### src/verilog/msq_params.svh
// Constants of the sequential muting block: codes, offsets, timing.
// Assumes inclusion by bare name; definitions only.
`ifndef MSQ_PARAMS_SVH
`define MSQ_PARAMS_SVH
`define MSQ_CLK_NS          8
`define MSQ_MS_NS           1000000
`define MSQ_TICK_CYCLES     (`MSQ_MS_NS / `MSQ_CLK_NS)
`define MSQ_LIMIT_MAX_MIN   10
`define MSQ_LIMIT_MAX_MS    (`MSQ_LIMIT_MAX_MIN * 60 * 1000)
`define MSQ_OFS_CTRL        8'h00
`define MSQ_OFS_LIMIT       8'h04
`define MSQ_OFS_STATUS      8'h08
`define MSQ_CTRL_EN_BIT     0
`define MSQ_CTRL_PERMIT_BIT 1
`define MSQ_CTRL_RST        32'h0000_0000
`define MSQ_LIMIT_RST       32'h0000_0000
`define MSQ_ST_READY_BIT    16
`define MSQ_ST_PROT_BIT     17
`define MSQ_ST_MUTE_BIT     18
`define MSQ_ST_ERR_BIT      19
`define MSQ_ST_SENS_LSB     20
`define MSQ_RESP_OKAY       2'b00
`define MSQ_RESP_SLVERR     2'b10
`define MSQ_DC_IDLE         16'h0000
`define MSQ_DC_FREE         16'h8000
`define MSQ_DC_INIT         16'h8001
`define MSQ_DC_DEMAND       16'h8002
`define MSQ_DC_WAIT         16'h8003
`define MSQ_DC_FWD_START    16'h8011
`define MSQ_DC_FWD_ACT      16'h8012
`define MSQ_DC_BWD_START    16'h8122
`define MSQ_DC_BWD_ACT      16'h8112
`define MSQ_DC_ERR_RST1     16'hC001
`define MSQ_DC_ERR_RST2     16'hC002
`define MSQ_DC_ERR_LAMP     16'hC003
`define MSQ_DC_ERR_PARAM    16'hC005
`define MSQ_DC_ERR_TIMER    16'hC006
`define MSQ_SEQ_HI          4'hC
`define MSQ_SEQ_LO          4'h4
`define MSQ_NIB_FREE        4'h0
`define MSQ_NIB_FWD_START   4'h1
`define MSQ_NIB_FWD_ACT     4'h2
`define MSQ_NIB_BWD_START   4'h3
`define MSQ_NIB_BWD_ACT     4'h4
`define MSQ_NIB_NOPERMIT    4'hF
`endif

### src/verilog/msq_pkg.sv
// Types shared by the sequential muting block.
// Assumes msq_params.svh supplies all numeric constants.
package msq_pkg;
	typedef enum logic [3:0] {
		MSQ_IDLE, MSQ_INIT, MSQ_WAIT, MSQ_FREE, MSQ_DEMAND,
		MSQ_FWD_START, MSQ_FWD_ACT, MSQ_BWD_START, MSQ_BWD_ACT,
		MSQ_ERR_RST1, MSQ_ERR_RST2, MSQ_ERR_LAMP, MSQ_ERR_SEQ,
		MSQ_ERR_PARAM, MSQ_ERR_TIMER
	} msq_state_e;
endpackage

### src/verilog/msq_axil_regs.sv
// AXI4-Lite slave: control, time limit and read-only status words.
// Assumes a single clock, synchronous active-high reset.
`timescale 1ns/1ps
`include "msq_params.svh"
module msq_axil_regs import msq_pkg::*; #(
	parameter int ADDR_W = 8
) (
	// Clock and reset
	input  wire logic              ref_clk,
	input  wire logic              sys_rst,
	// Write address, data and response
	input  wire logic [ADDR_W-1:0] s_axi_awaddr,
	input  wire logic              s_axi_awvalid,
	output logic                   s_axi_awready,
	input  wire logic [31:0]       s_axi_wdata,
	input  wire logic [3:0]        s_axi_wstrb,
	input  wire logic              s_axi_wvalid,
	output logic                   s_axi_wready,
	output logic [1:0]             s_axi_bresp,
	output logic                   s_axi_bvalid,
	input  wire logic              s_axi_bready,
	// Read
	input  wire logic [ADDR_W-1:0] s_axi_araddr,
	input  wire logic              s_axi_arvalid,
	output logic                   s_axi_arready,
	output logic [31:0]            s_axi_rdata,
	output logic [1:0]             s_axi_rresp,
	output logic                   s_axi_rvalid,
	input  wire logic              s_axi_rready,
	// Register contents
	output logic [31:0]            ctrl_q,
	output logic [31:0]            limit_q,
	input  wire logic [31:0]       status
);
	logic              aw_got_q;
	logic              w_got_q;
	logic [ADDR_W-1:0] awaddr_q;
	logic [31:0]       wdata_q;
	logic [3:0]        wstrb_q;
	wire        do_write = aw_got_q & w_got_q & ~s_axi_bvalid;
	wire        hit_ctrl = awaddr_q == ADDR_W'(`MSQ_OFS_CTRL);
	wire        hit_lim  = awaddr_q == ADDR_W'(`MSQ_OFS_LIMIT);
	wire        rd_ctrl  = s_axi_araddr == ADDR_W'(`MSQ_OFS_CTRL);
	wire        rd_lim   = s_axi_araddr == ADDR_W'(`MSQ_OFS_LIMIT);
	wire        rd_stat  = s_axi_araddr == ADDR_W'(`MSQ_OFS_STATUS);
	wire [31:0] wmask    = {{8{wstrb_q[3]}}, {8{wstrb_q[2]}}, {8{wstrb_q[1]}}, {8{wstrb_q[0]}}};
	wire [31:0] rd_word  = rd_ctrl ? ctrl_q : rd_lim ? limit_q : rd_stat ? status : 32'h0000_0000;
	assign s_axi_awready = ~aw_got_q;
	assign s_axi_wready  = ~w_got_q;
	assign s_axi_arready = ~s_axi_rvalid;
	always_ff @(posedge ref_clk) begin
		if (sys_rst) begin
			aw_got_q     <= 1'b0;
			w_got_q      <= 1'b0;
			awaddr_q     <= '0;
			wdata_q      <= '0;
			wstrb_q      <= '0;
			s_axi_bvalid <= 1'b0;
			s_axi_bresp  <= `MSQ_RESP_OKAY;
			ctrl_q       <= `MSQ_CTRL_RST;
			limit_q      <= `MSQ_LIMIT_RST;
		end else begin
			if (s_axi_awvalid & ~aw_got_q) begin
				aw_got_q <= 1'b1;
				awaddr_q <= s_axi_awaddr;
			end
			if (s_axi_wvalid & ~w_got_q) begin
				w_got_q <= 1'b1;
				wdata_q <= s_axi_wdata;
				wstrb_q <= s_axi_wstrb;
			end
			if (do_write) begin
				aw_got_q     <= 1'b0;
				w_got_q      <= 1'b0;
				s_axi_bvalid <= 1'b1;
				s_axi_bresp  <= (hit_ctrl | hit_lim) ? `MSQ_RESP_OKAY : `MSQ_RESP_SLVERR;
				if (hit_ctrl)
					ctrl_q <= (ctrl_q & ~wmask) | (wdata_q & wmask);
				if (hit_lim)
					limit_q <= (limit_q & ~wmask) | (wdata_q & wmask);
			end else if (s_axi_bready)
				s_axi_bvalid <= 1'b0;
		end
	end
	always_ff @(posedge ref_clk) begin
		if (sys_rst) begin
			s_axi_rvalid <= 1'b0;
			s_axi_rdata  <= '0;
			s_axi_rresp  <= `MSQ_RESP_OKAY;
		end else if (s_axi_arvalid & ~s_axi_rvalid) begin
			s_axi_rvalid <= 1'b1;
			s_axi_rdata  <= rd_word;
			s_axi_rresp  <= (rd_ctrl | rd_lim | rd_stat) ? `MSQ_RESP_OKAY : `MSQ_RESP_SLVERR;
		end else if (s_axi_rready)
			s_axi_rvalid <= 1'b0;
	end
endmodule // msq_axil_regs

### src/verilog/msq_muting_fsm.sv
// Sequential four-sensor muting controller for a protective light curtain.
// Assumes sensor, lamp and reset pins synchronous to ref_clk; registers over AXI4-Lite.
//
// Contract
// - Free to forward start on permit, a1 rising, others idle; timer starts.
// - Forward start to forward active on permit, a1 held, a2 rising, b idle.
// - Forward active to free when a idle, b1 falls, b2 active; timer stops.
// - Free to backward start on permit, b2 rising, others idle; timer starts.
// - Backward start to backward active on permit, a idle, b1 rising, b2 active.
// - Backward active to free when a1 active, a2 falls, b idle; timer stops.
// - Free: error on start without permit, a2 or b1 active, a1 with b2.
// - Forward start: error on permit low, a1 low, b1 or b2 active.
// - Forward active: error on a1 rising, a2 rising or b2 falling.
// - Backward start: error on permit low, a1 or a2 active, b2 low.
// - Backward active: error on a1 falling, b1 rising or b2 rising.
// - Block disable forces idle from any state, above everything else.
// - Muting states: sequence, timer, safety demand, lamp, then normal moves; active states skip demand, start states and free have no timer.
// - Errors drop protective and muting outputs, raise error, keep ready, give code.
// - Leave errors only after cause clears and a fresh reset pulse; reset errors C001 and C002 leave on reset release alone.
// - Reset already high entering init gives C001, entering wait gives C002.
// - Lamp failure enters lamp error with code C003.
// - Sequence code is C, state nibble, sensor snapshot, then 4.
// - State nibble 0,1,2,3,4 per muting state, F for start without permit.
// - Time limit below zero or above ten minutes gives C005.
// - Muting-active time beyond the limit gives C006.
// - Free drives ready and protective high, muting and error low.
// - Forward active drives ready, protective and muting high, error low.
//
// Our own choices: the placing of the registers and register access over AXI4-Lite.
`timescale 1ns/1ps
`include "msq_params.svh"
module msq_muting_fsm import msq_pkg::*; #(
	parameter int ADDR_W      = 8,
	parameter int TICK_CYCLES = `MSQ_TICK_CYCLES
) (
	// Clock and reset
	input  wire logic              ref_clk,
	input  wire logic              sys_rst,
	// AXI4-Lite write
	input  wire logic [ADDR_W-1:0] s_axi_awaddr,
	input  wire logic              s_axi_awvalid,
	output logic                   s_axi_awready,
	input  wire logic [31:0]       s_axi_wdata,
	input  wire logic [3:0]        s_axi_wstrb,
	input  wire logic              s_axi_wvalid,
	output logic                   s_axi_wready,
	output logic [1:0]             s_axi_bresp,
	output logic                   s_axi_bvalid,
	input  wire logic              s_axi_bready,
	// AXI4-Lite read
	input  wire logic [ADDR_W-1:0] s_axi_araddr,
	input  wire logic              s_axi_arvalid,
	output logic                   s_axi_arready,
	output logic [31:0]            s_axi_rdata,
	output logic [1:0]             s_axi_rresp,
	output logic                   s_axi_rvalid,
	input  wire logic              s_axi_rready,
	// Field inputs
	input  wire logic              sensor_a1,
	input  wire logic              sensor_a2,
	input  wire logic              sensor_b1,
	input  wire logic              sensor_b2,
	input  wire logic              protective_device_in,
	input  wire logic              lamp_ok,
	input  wire logic              operator_reset,
	// Field outputs
	output logic                   ready,
	output logic                   protective_device_out,
	output logic                   muting_active_flag,
	output logic                   error,
	output logic [15:0]            diagnostic_code
);
	msq_state_e  state_q;
	msq_state_e  state_d;
	msq_state_e  last_q;
	logic [31:0] ctrl_q;
	logic [31:0] limit_q;
	logic [31:0] status;
	logic [3:0]  sens_q;
	logic        rst_q;
	logic        rst_old_q;
	logic [31:0] tick_cnt_q;
	logic [30:0] elapsed_q;
	logic [15:0] seq_code_q;
	logic [15:0] seq_code_d;
	logic [3:0]  seq_nib;
	logic [15:0] code_d;
	logic        ready_d;
	logic        prot_d;
	logic        mute_d;
	logic        err_d;

	msq_axil_regs #(
		.ADDR_W (ADDR_W)
	) u_regs (
		.ref_clk       (ref_clk),
		.sys_rst       (sys_rst),
		.s_axi_awaddr  (s_axi_awaddr),
		.s_axi_awvalid (s_axi_awvalid),
		.s_axi_awready (s_axi_awready),
		.s_axi_wdata   (s_axi_wdata),
		.s_axi_wstrb   (s_axi_wstrb),
		.s_axi_wvalid  (s_axi_wvalid),
		.s_axi_wready  (s_axi_wready),
		.s_axi_bresp   (s_axi_bresp),
		.s_axi_bvalid  (s_axi_bvalid),
		.s_axi_bready  (s_axi_bready),
		.s_axi_araddr  (s_axi_araddr),
		.s_axi_arvalid (s_axi_arvalid),
		.s_axi_arready (s_axi_arready),
		.s_axi_rdata   (s_axi_rdata),
		.s_axi_rresp   (s_axi_rresp),
		.s_axi_rvalid  (s_axi_rvalid),
		.s_axi_rready  (s_axi_rready),
		.ctrl_q        (ctrl_q),
		.limit_q       (limit_q),
		.status        (status)
	);

	wire block_enable  = ctrl_q[`MSQ_CTRL_EN_BIT];
	wire muting_permit = ctrl_q[`MSQ_CTRL_PERMIT_BIT];
	wire [3:0] sens    = {sensor_b2, sensor_b1, sensor_a2, sensor_a1};
	wire [3:0] rise;
	wire [3:0] fall;

	// Edges against last clock's sample, one stage per sensor
	genvar gi;
	generate
		for (gi = 0; gi < 4; gi++) begin : g_edge
			always_ff @(posedge ref_clk) begin
				if (sys_rst)
					sens_q[gi] <= 1'b0;
				else
					sens_q[gi] <= sens[gi];
			end
			assign rise[gi] = sens[gi] & ~sens_q[gi];
			assign fall[gi] = ~sens[gi] & sens_q[gi];
		end
	endgenerate

	wire a1 = sens[0];
	wire a2 = sens[1];
	wire b1 = sens[2];
	wire b2 = sens[3];
	wire rst_rise  = operator_reset & ~rst_q;
	wire entry     = state_q != last_q;
	// Stale only if held over two samples; the edge that caused entry is not stale
	wire rst_stale = entry & rst_q & rst_old_q;
	wire demand    = ~protective_device_in;
	wire lamp_bad  = ~lamp_ok;

	// Normal muting moves
	wire go_fwd_start = muting_permit & rise[0] & ~a2 & ~b1 & ~b2;
	wire go_fwd_act   = muting_permit & a1 & rise[1] & ~b1 & ~b2;
	wire go_fwd_end   = ~a1 & ~a2 & fall[2] & b2;
	wire go_bwd_start = muting_permit & ~a1 & ~a2 & ~b1 & rise[3];
	wire go_bwd_act   = muting_permit & ~a1 & ~a2 & rise[2] & b2;
	wire go_bwd_end   = a1 & fall[1] & ~b1 & ~b2;

	// Illegal sequences per muting state
	wire nopermit_start = ~muting_permit & (rise[0] | rise[3]);
	wire seq_free  = nopermit_start | a2 | b1 | (a1 & b2);
	wire seq_fwd_s = ~muting_permit | ~a1 | b1 | b2;
	wire seq_fwd_a = rise[0] | rise[1] | fall[3];
	wire seq_bwd_s = ~muting_permit | a1 | a2 | ~b2;
	wire seq_bwd_a = fall[0] | rise[2] | rise[3];

	// Limit is signed so a negative write is caught, not wrapped
	wire param_bad = ($signed(limit_q) < 0) | ($signed(limit_q) > `MSQ_LIMIT_MAX_MS);
	wire timing    = (state_q == MSQ_FWD_START) | (state_q == MSQ_FWD_ACT) |
	                 (state_q == MSQ_BWD_START) | (state_q == MSQ_BWD_ACT);
	wire counting  = (state_q == MSQ_FWD_ACT) | (state_q == MSQ_BWD_ACT);
	wire tick      = tick_cnt_q == 32'h0000_0000;
	wire timer_over = counting & ({1'b0, elapsed_q} > limit_q);
	wire timer_start = (state_q == MSQ_FREE) & ((state_d == MSQ_FWD_START) | (state_d == MSQ_BWD_START));
	wire sens_clear = sens == 4'h0;

	// Next state
	always_comb begin
		state_d = state_q;
		seq_nib = `MSQ_NIB_FREE;
		case (state_q)
			MSQ_IDLE: begin
				if (block_enable)
					state_d = MSQ_INIT;
			end
			MSQ_INIT: begin
				if (rst_stale)
					state_d = MSQ_ERR_RST1;
				else if (rst_rise & protective_device_in)
					state_d = MSQ_FREE;
			end
			MSQ_WAIT: begin
				if (rst_stale)
					state_d = MSQ_ERR_RST2;
				else if (demand)
					state_d = MSQ_DEMAND;
				else if (rst_rise)
					state_d = MSQ_FREE;
			end
			MSQ_DEMAND: begin
				if (protective_device_in)
					state_d = MSQ_WAIT;
			end
			MSQ_FREE: begin
				seq_nib = nopermit_start ? `MSQ_NIB_NOPERMIT : `MSQ_NIB_FREE;
				if (seq_free)
					state_d = MSQ_ERR_SEQ;
				else if (demand)
					state_d = MSQ_DEMAND;
				else if (lamp_bad)
					state_d = MSQ_ERR_LAMP;
				else if (go_fwd_start)
					state_d = MSQ_FWD_START;
				else if (go_bwd_start)
					state_d = MSQ_BWD_START;
			end
			MSQ_FWD_START: begin
				seq_nib = `MSQ_NIB_FWD_START;
				if (seq_fwd_s)
					state_d = MSQ_ERR_SEQ;
				else if (demand)
					state_d = MSQ_DEMAND;
				else if (lamp_bad)
					state_d = MSQ_ERR_LAMP;
				else if (go_fwd_act)
					state_d = MSQ_FWD_ACT;
			end
			MSQ_FWD_ACT: begin
				seq_nib = `MSQ_NIB_FWD_ACT;
				if (seq_fwd_a)
					state_d = MSQ_ERR_SEQ;
				else if (timer_over)
					state_d = MSQ_ERR_TIMER;
				else if (lamp_bad)
					state_d = MSQ_ERR_LAMP;
				else if (go_fwd_end)
					state_d = MSQ_FREE;
			end
			MSQ_BWD_START: begin
				seq_nib = `MSQ_NIB_BWD_START;
				if (seq_bwd_s)
					state_d = MSQ_ERR_SEQ;
				else if (demand)
					state_d = MSQ_DEMAND;
				else if (lamp_bad)
					state_d = MSQ_ERR_LAMP;
				else if (go_bwd_act)
					state_d = MSQ_BWD_ACT;
			end
			MSQ_BWD_ACT: begin
				seq_nib = `MSQ_NIB_BWD_ACT;
				if (seq_bwd_a)
					state_d = MSQ_ERR_SEQ;
				else if (timer_over)
					state_d = MSQ_ERR_TIMER;
				else if (lamp_bad)
					state_d = MSQ_ERR_LAMP;
				else if (go_bwd_end)
					state_d = MSQ_FREE;
			end
			// Reset errors clear once reset is released; the fresh edge is then judged again
			MSQ_ERR_RST1: begin
				if (~operator_reset)
					state_d = MSQ_INIT;
			end
			MSQ_ERR_RST2: begin
				if (~operator_reset)
					state_d = MSQ_WAIT;
			end
			MSQ_ERR_LAMP: begin
				if (lamp_ok & rst_rise)
					state_d = MSQ_WAIT;
			end
			MSQ_ERR_SEQ, MSQ_ERR_TIMER: begin
				if (sens_clear & rst_rise)
					state_d = MSQ_WAIT;
			end
			MSQ_ERR_PARAM: begin
				if (~param_bad & rst_rise)
					state_d = MSQ_WAIT;
			end
			default: state_d = MSQ_IDLE;
		endcase
		// Parameter check sits just below disable so a bad limit never times a passage
		if (param_bad & (state_q != MSQ_IDLE) & (state_q != MSQ_ERR_PARAM))
			state_d = MSQ_ERR_PARAM;
		if (~block_enable)
			state_d = MSQ_IDLE;
	end

	// Snapshot taken in the cycle the sequence fault is seen
	assign seq_code_d = ((state_d == MSQ_ERR_SEQ) & (state_q != MSQ_ERR_SEQ)) ?
	                    {`MSQ_SEQ_HI, seq_nib, sens, `MSQ_SEQ_LO} : seq_code_q;

	// Output decode from the next state, registered below
	always_comb begin
		ready_d = 1'b1;
		prot_d  = 1'b0;
		mute_d  = 1'b0;
		err_d   = 1'b1;
		code_d  = `MSQ_DC_IDLE;
		case (state_d)
			MSQ_IDLE: begin
				ready_d = 1'b0;
				err_d   = 1'b0;
			end
			MSQ_INIT: begin
				err_d  = 1'b0;
				code_d = `MSQ_DC_INIT;
			end
			MSQ_WAIT: begin
				err_d  = 1'b0;
				code_d = `MSQ_DC_WAIT;
			end
			MSQ_DEMAND: begin
				err_d  = 1'b0;
				code_d = `MSQ_DC_DEMAND;
			end
			MSQ_FREE: begin
				prot_d = 1'b1;
				err_d  = 1'b0;
				code_d = `MSQ_DC_FREE;
			end
			MSQ_FWD_START: begin
				prot_d = 1'b1;
				err_d  = 1'b0;
				code_d = `MSQ_DC_FWD_START;
			end
			MSQ_FWD_ACT: begin
				prot_d = 1'b1;
				mute_d = 1'b1;
				err_d  = 1'b0;
				code_d = `MSQ_DC_FWD_ACT;
			end
			MSQ_BWD_START: begin
				prot_d = 1'b1;
				err_d  = 1'b0;
				code_d = `MSQ_DC_BWD_START;
			end
			MSQ_BWD_ACT: begin
				prot_d = 1'b1;
				mute_d = 1'b1;
				err_d  = 1'b0;
				code_d = `MSQ_DC_BWD_ACT;
			end
			MSQ_ERR_RST1:  code_d = `MSQ_DC_ERR_RST1;
			MSQ_ERR_RST2:  code_d = `MSQ_DC_ERR_RST2;
			MSQ_ERR_LAMP:  code_d = `MSQ_DC_ERR_LAMP;
			MSQ_ERR_SEQ:   code_d = seq_code_d;
			MSQ_ERR_PARAM: code_d = `MSQ_DC_ERR_PARAM;
			MSQ_ERR_TIMER: code_d = `MSQ_DC_ERR_TIMER;
			default:       code_d = `MSQ_DC_IDLE;
		endcase
	end

	always_ff @(posedge ref_clk) begin
		if (sys_rst) begin
			state_q    <= MSQ_IDLE;
			last_q     <= MSQ_IDLE;
			rst_q      <= 1'b0;
			rst_old_q  <= 1'b0;
			seq_code_q <= `MSQ_DC_IDLE;
		end else begin
			state_q    <= state_d;
			last_q     <= state_q;
			rst_q      <= operator_reset;
			rst_old_q  <= rst_q;
			seq_code_q <= seq_code_d;
		end
	end

	always_ff @(posedge ref_clk) begin
		if (sys_rst) begin
			ready                 <= 1'b0;
			protective_device_out <= 1'b0;
			muting_active_flag    <= 1'b0;
			error                 <= 1'b0;
			diagnostic_code       <= `MSQ_DC_IDLE;
		end else begin
			ready                 <= ready_d;
			protective_device_out <= prot_d;
			muting_active_flag    <= mute_d;
			error                 <= err_d;
			diagnostic_code       <= code_d;
		end
	end

	// Millisecond enable; reloaded at start so the first tick is a full period
	always_ff @(posedge ref_clk) begin
		if (sys_rst | timer_start | ~timing | tick)
			tick_cnt_q <= 32'(TICK_CYCLES - 1);
		else
			tick_cnt_q <= tick_cnt_q - 32'h0000_0001;
	end

	// Elapsed muting time, counted only while muting is active
	always_ff @(posedge ref_clk) begin
		if (sys_rst | timer_start | ~timing)
			elapsed_q <= '0;
		else if (counting & tick & ~elapsed_q[30])
			elapsed_q <= elapsed_q + 31'h0000_0001;
	end

	assign status = {8'h00, sens, error, muting_active_flag, protective_device_out, ready, diagnostic_code};
endmodule // msq_muting_fsm

### config.mk
export PLATFORM = sky130hd
export DESIGN_NAME = msq_muting_fsm
export DESIGN_NICKNAME = d
export VERILOG_FILES = /design/src/verilog/msq_pkg.sv /design/src/verilog/msq_axil_regs.sv /design/src/verilog/msq_muting_fsm.sv
export VERILOG_INCLUDE_DIRS = /design/src /design/src/verilog
export SDC_FILE = /design/constraint.sdc
export NUM_CORES = 1
export LEC_CHECK = 0
export BUFFER_PORTS_ARGS = -buffer_cell sky130_fd_sc_hd__buf_2
export CAP_MARGIN = 20
export CORE_MARGIN = 2
export CORE_UTILIZATION = 63
export CTS_BUF_LIST = sky130_fd_sc_hd__clkbuf_16
export CTS_CLUSTER_SIZE = 8
export DETAILED_ROUTE_END_ITERATION = 8
export HOLD_SLACK_MARGIN = 0.03
export PLACE_DENSITY = 0.95
export RECOVER_POWER = 25
export SLEW_MARGIN = 20
export SYNTH_ARGS = -nofsm -noshare
export SYNTH_HDL_FRONTEND = slang
export SYNTH_SLANG_ARGS = --single-unit
### constraint.sdc
create_clock -name ref_clk -period 8.6 [get_ports ref_clk]
set_input_delay 0.43 -clock ref_clk [delete_from_list [all_inputs] [get_ports ref_clk]]
set_output_delay 0.43 -clock ref_clk [all_outputs]
set_load 0.02 [all_outputs]
After elaboration in Yosys (flattened, before gate mapping):

Cells that the tools add are included.

* flip-flop bits (word level): 261
* input bits: 66
* output and inout port bits: 61

* add/sub/neg operators: 2
* order comparisons: 3
* eq/ne operators: 34
* multiplexer cells: 52
* bitwise logic cells: 98
* reduce and logical (&&, ||, !) cells: 16

Operators with widths (count)
* 16-bit case mux with 14 select lines: 1
* 4-bit 2-to-1 mux: 35
* 32-bit bitwise AND: 3
* 32-bit 2-to-1 mux: 2
* 32-bit OR: 2
* 4-bit equality test (second input constant): 14
* 4-bit case mux with 14 select lines: 1
* 1-bit bitwise AND: 49
* 4-bit by 3-bit equality test with 1-bit output (second input constant): 8
* 31-bit by 32-bit > comparator with 1-bit output: 1
* 32-bit by 21-bit > comparator with 1-bit output (second input constant): 1
* 32-bit logical NOT: 1
* 32-bit by 1-bit < comparator with 1-bit output (second input constant): 1
* 32-bit NOT: 1
* 32-bit by 1-bit subtractor with 32-bit output (second input constant): 1
* 31-bit by 1-bit adder with 31-bit output (second input constant): 1
* 1-bit OR: 26
* 24-bit 2-to-1 mux: 1
* 4-bit case mux with 5 select lines: 1
* 1-bit NOT: 17
* 4-bit by 2-bit equality test with 1-bit output (second input constant): 4
* 8-bit by 3-bit equality test with 1-bit output (second input constant): 2
* 8-bit logical NOT: 2
* 16-bit 2-to-1 mux: 1
* other kinds (13): 29

Longest topological paths before layout:

* depth in word-level cells: 19
* gate-level depth with buffers: 12

Modules after synthesis:

Synthesis repeated with hierarchy kept, for this count alone.

* cells, all modules: 1438
* area total of the unflattened synthesis: 12857.3 um^2

By module, submodules not included
* msq_muting_fsm: instances 1, cells each 773, area an instance 6520.0 um^2, seq. area each 2262.2 um^2
* msq_axil_regs: instances 1, cells each 665, area an instance 6337.3 um^2, seq. area each 2922.8 um^2

Least setup slack after synthesis:

No wires, ideal clock.

* path type: reg-to-reg
* from: register with a tool-made name
* to: register seq_code_q[11]
* library setup time: 70 ps
* data arrival time: 3270 ps
* required time: 8530 ps
* path slack: 5260 ps
* stages on the path, launching flop included: 13
* path buffers: 1
* clock period less this slack: 3340 ps
* cells stage by stage: dfxtp_1 > inv_1 > ha_1 > a21o_1 > a21o_1 > a221o_1 > o31ai_4 > a41oi_2 > o311ai_4 > or4b_1 > buf_2 > or3_1 > a21oi_1

RTL lines
* end signal: assignment: RTL line msq_muting_fsm.sv:363 `` seq_code_q <= `MSQ_DC_IDLE; ``
* end signal: assignment: RTL line msq_muting_fsm.sv:369 `seq_code_q <= seq_code_d;`
* end: declaration: RTL line msq_muting_fsm.sv:84 `logic [15:0] seq_code_q;`

==> out/qor.yml <==
clock_network:
  ctsRootBufferMaster: "clkbuf_16"
  cts_buffers: 38
  path_clk_slew_ns: 0.05
  postCtsResizedCells: 0
  cts.sinks: 259
  clockBufferDepth: 3
  cts_hold_buf: 0
  cts_tree: "built"
  post-cts-setup-buffers: 0
  clk_latency_ns: 0.52
  h-tree-depth: 2
route:
  firstDrtPassIters: 8
  highest_layer: "met4"
  drc: 1
  vias: 11380
  drt-initial-drc-count: 1114
  wirelength_microns: 33010
  ant_nets: 0
  drt-met1-wl_microns: 12950
  route.met2.wl_microns: 15740
  wl_per_cell_microns: 18.34
  wl_met3_microns: 3308
  drt-vias-per-instance: 6.322
logic_synthesis:
  netlist_instances: 1487
  syn_avg_cell_area_sq_um: 7.976
  yosysUniqueCellTypes: 70
  yosysTopAreaCell: "dfxtp_1"
  synth-seq-cells: 259
  synth_edf_count: 0
  ys_seq_area_share_pct: 43.72
  synth_warnings: 0
  async_flop_share_pct: 0
  synth_top_cell_area_share_pct: 43.72
  synth_top_flop_cell: "dfxtp_1"
  synth_area_leaders: "dfxtp_1, a21oi_1, nand2_1"
  netlist_area_sq_mm: 0.01186
cells_and_area:
  antenna_cells: 0
  post-route-cell-area_sq_mm: 0.01343
  synthToLayoutAreaGrowth_pct: 13.22
  drive_gt1_share_pct: 9.004
  fill_cells: 1411
  fin_nets: 1664
sta:
  fin_setup_tns_ns: 0
  finClkSkew_ns: 0.01675
  max_slew.worst_pin.slew_ns: 2.899
  hold_slack_ns: 0.09613
  finalSetupViolations: 0
  finalHoldViolCount: 0
  period_needed_ns: 4.261
  maxSlewHeadroom_pct: -93.28
  slew_violations: 68
  timing.final.crit_share_pct: 49.54
  rsz0062_at_grt: "false"
  max_freq_mhz: 234.7
worst_hold_path:
  min_from: "s_axi_rready"
  min_path_type: "in -> reg"
placement:
  post-dp-hpwl_microns: 22330
  numPortBuffers: 124
  postPlaceCellArea_sq_mm: 0.01248
  place.gp.congestion: 0.9216
outcome:
  violations: "design-rule violations, max-capacitance violations, max-slew violations"
  status: "complete, but fails checks"
die:
  die_w_microns: 141.2
  core_area_sq_mm: 0.01858
  die_h_microns: 141.2
  die_area_sq_mm: 0.01994
  row_count: 50
  start_util_pct: 63.83
  num_io_pins: 127
critical_path:
  critical-path-max-stage-delay_ns: 0.95
  worstPathCellList: "inv_1 -> ha_1 -> a21oi_1 -> o21ai_0 -> a221o_1 -> o31ai_4 -> a41oi_2 -> o311ai_4 -> nor4b_2 -> nand3_1 -> a31oi_1"
  critPathArrivalTime_ns: 4.68
  slowest_stage: "nor4b_2"
  path_class: "reg -> reg"
  cp-end-kind: "register"
  setup.worst_path.start_class: "register"
  worstPathMaxFanout: 17
  required_ns: 9.02
pwr:
  leakagePower_uw: 0.004824
  fin_total_pwr_uw: 2707
  power_density_mw_per_mm2: 201.6
  vdd.ir_drop.worst_v: 0.0001759
grt:
  track_usage_pct: 32.77
  antenna_found_initial: 1
  grt_max_degree: 111
  grt_pass1_vias: 10710
  grt_overflow_total: 0
  grt_pass1_wl_microns: 53590
run:
  cap_viol_max_count: 1
worst max-delay path: cells and delay by family, from the launching register on:
| family | cells | cell delay [ns] |
|---|---|---|
| compound gates | 7 | 2.25 |
| simple gates | 2 | 1.14 |
| flops | 1 | 0.36 |
| fa+ha+maj | 1 | 0.33 |
| buf+inv | 1 | 0.06 |
synth_stat cells, types with 6 or more instances:
| library cell | number |
|---|---|
| o21ai_0 | 40 |
| buf_2 | 7 |
| xnor2_1 | 32 |
| a221o_1 | 26 |
| nor2b_1 | 17 |
| nor4_1 | 25 |
| and3_1 | 13 |
| inv_1 | 51 |
| a221oi_1 | 9 |
| nand4_1 | 18 |
| nand2_1 | 216 |
| mux2i_1 | 8 |
| nor3_1 | 57 |
| dfxtp_1 | 259 |
| and2_1 | 8 |
| a31oi_1 | 7 |
| nand2b_1 | 17 |
| or4_1 | 6 |
| nand3_1 | 99 |
| o211ai_1 | 6 |
| a21o_1 | 6 |
| nor2_1 | 142 |
| a21oi_1 | 187 |
| xor2_1 | 15 |
| clkbuf_1 | 81 |
| or3_1 | 22 |
| ha_1 | 34 |
metrics by stage:
stage	setup WS [ns]	cells	util, %
after global placement	4.771	1758	67.15
after global routing	4.090	1800	72.27
after CTS	4.504	1800	72.62
final	4.339	1800	72.27
after detailed placement	4.596	1758	67.15
after floorplan	5.260	1488	-
layer usage:
| metal | track usage [%] | up-vias |
|---|---|---|
| li1 | - | 5349 |
| met1 | 42.08 | 5346 |
| met2 | 54.96 | 595 |
| met3 | 6.624 | 90 |
| met4 | 11.79 | 0 |
| met5 | 0 | - |
cell type report:
type / instances / area [sq um] / area share, %
sequential: 259 / 5185 / 38.61
tap: 234 / 292.8 / 2.180
inverter: 52 / 195.2 / 1.454
clock inverter: 3 / 40.04 / 0.2982
multi-input combinational: 1082 / 6138 / 45.71
clock buffer: 39 / 975.9 / 7.268
timing repair buffer: 131 / 600.6 / 4.473
where the power goes:
part           switching, uW  internal (uW)  leakage, uW  total (uW)
logic                   99.0           49.6      0.00223         149
clock network            508            797     0.000495        1310
registers               23.8           1230      0.00210        1250
worst paths after layout:
check                              to  slack (ns)  cells after the start
setup reg to reg   diagnostic_code[1]        4.34                     11
setup / recovery   diagnostic_code[1]        4.34                     11
hold reg to reg         tick_cnt_q[0]        0.40                      1
hold / removal    u_regs.s_axi_rvalid         0.1                      2
logic make-up after synthesis:
kind of cell,after synthesis,synth area share [%]
compound gates,321,16.77
buf+inv,147,4.789
mux,8,0.6752
fa+ha+maj,35,3.671
flops,259,43.72
other cells,1,0.03162
xor+xnor,47,3.471
simple gates,669,26.87
cells in the final DEF, fill, tap and decap left out, types with 7 or more instances in the layout:
cell type  instances
dfxtp_1          259
nand2_1          214
a21oi_1          187
nor2_1           142
nand3_1           99
buf_2             66
clkbuf_1          58
nor3_1            56
inv_1             51
o21ai_0           40
clkbuf_16         39
ha_1              34
xnor2_1           32
a221o_1           26
nor4_1            25
or3_1             22
nand4_1           18
nand2b_1          17
xor2_1            15
nor2b_1           14
and3_1            13
a221oi_1           9
and2_1             8
mux2i_1            8
a31oi_1            7
buf_4              7
(Power assumes the default switching activity.)
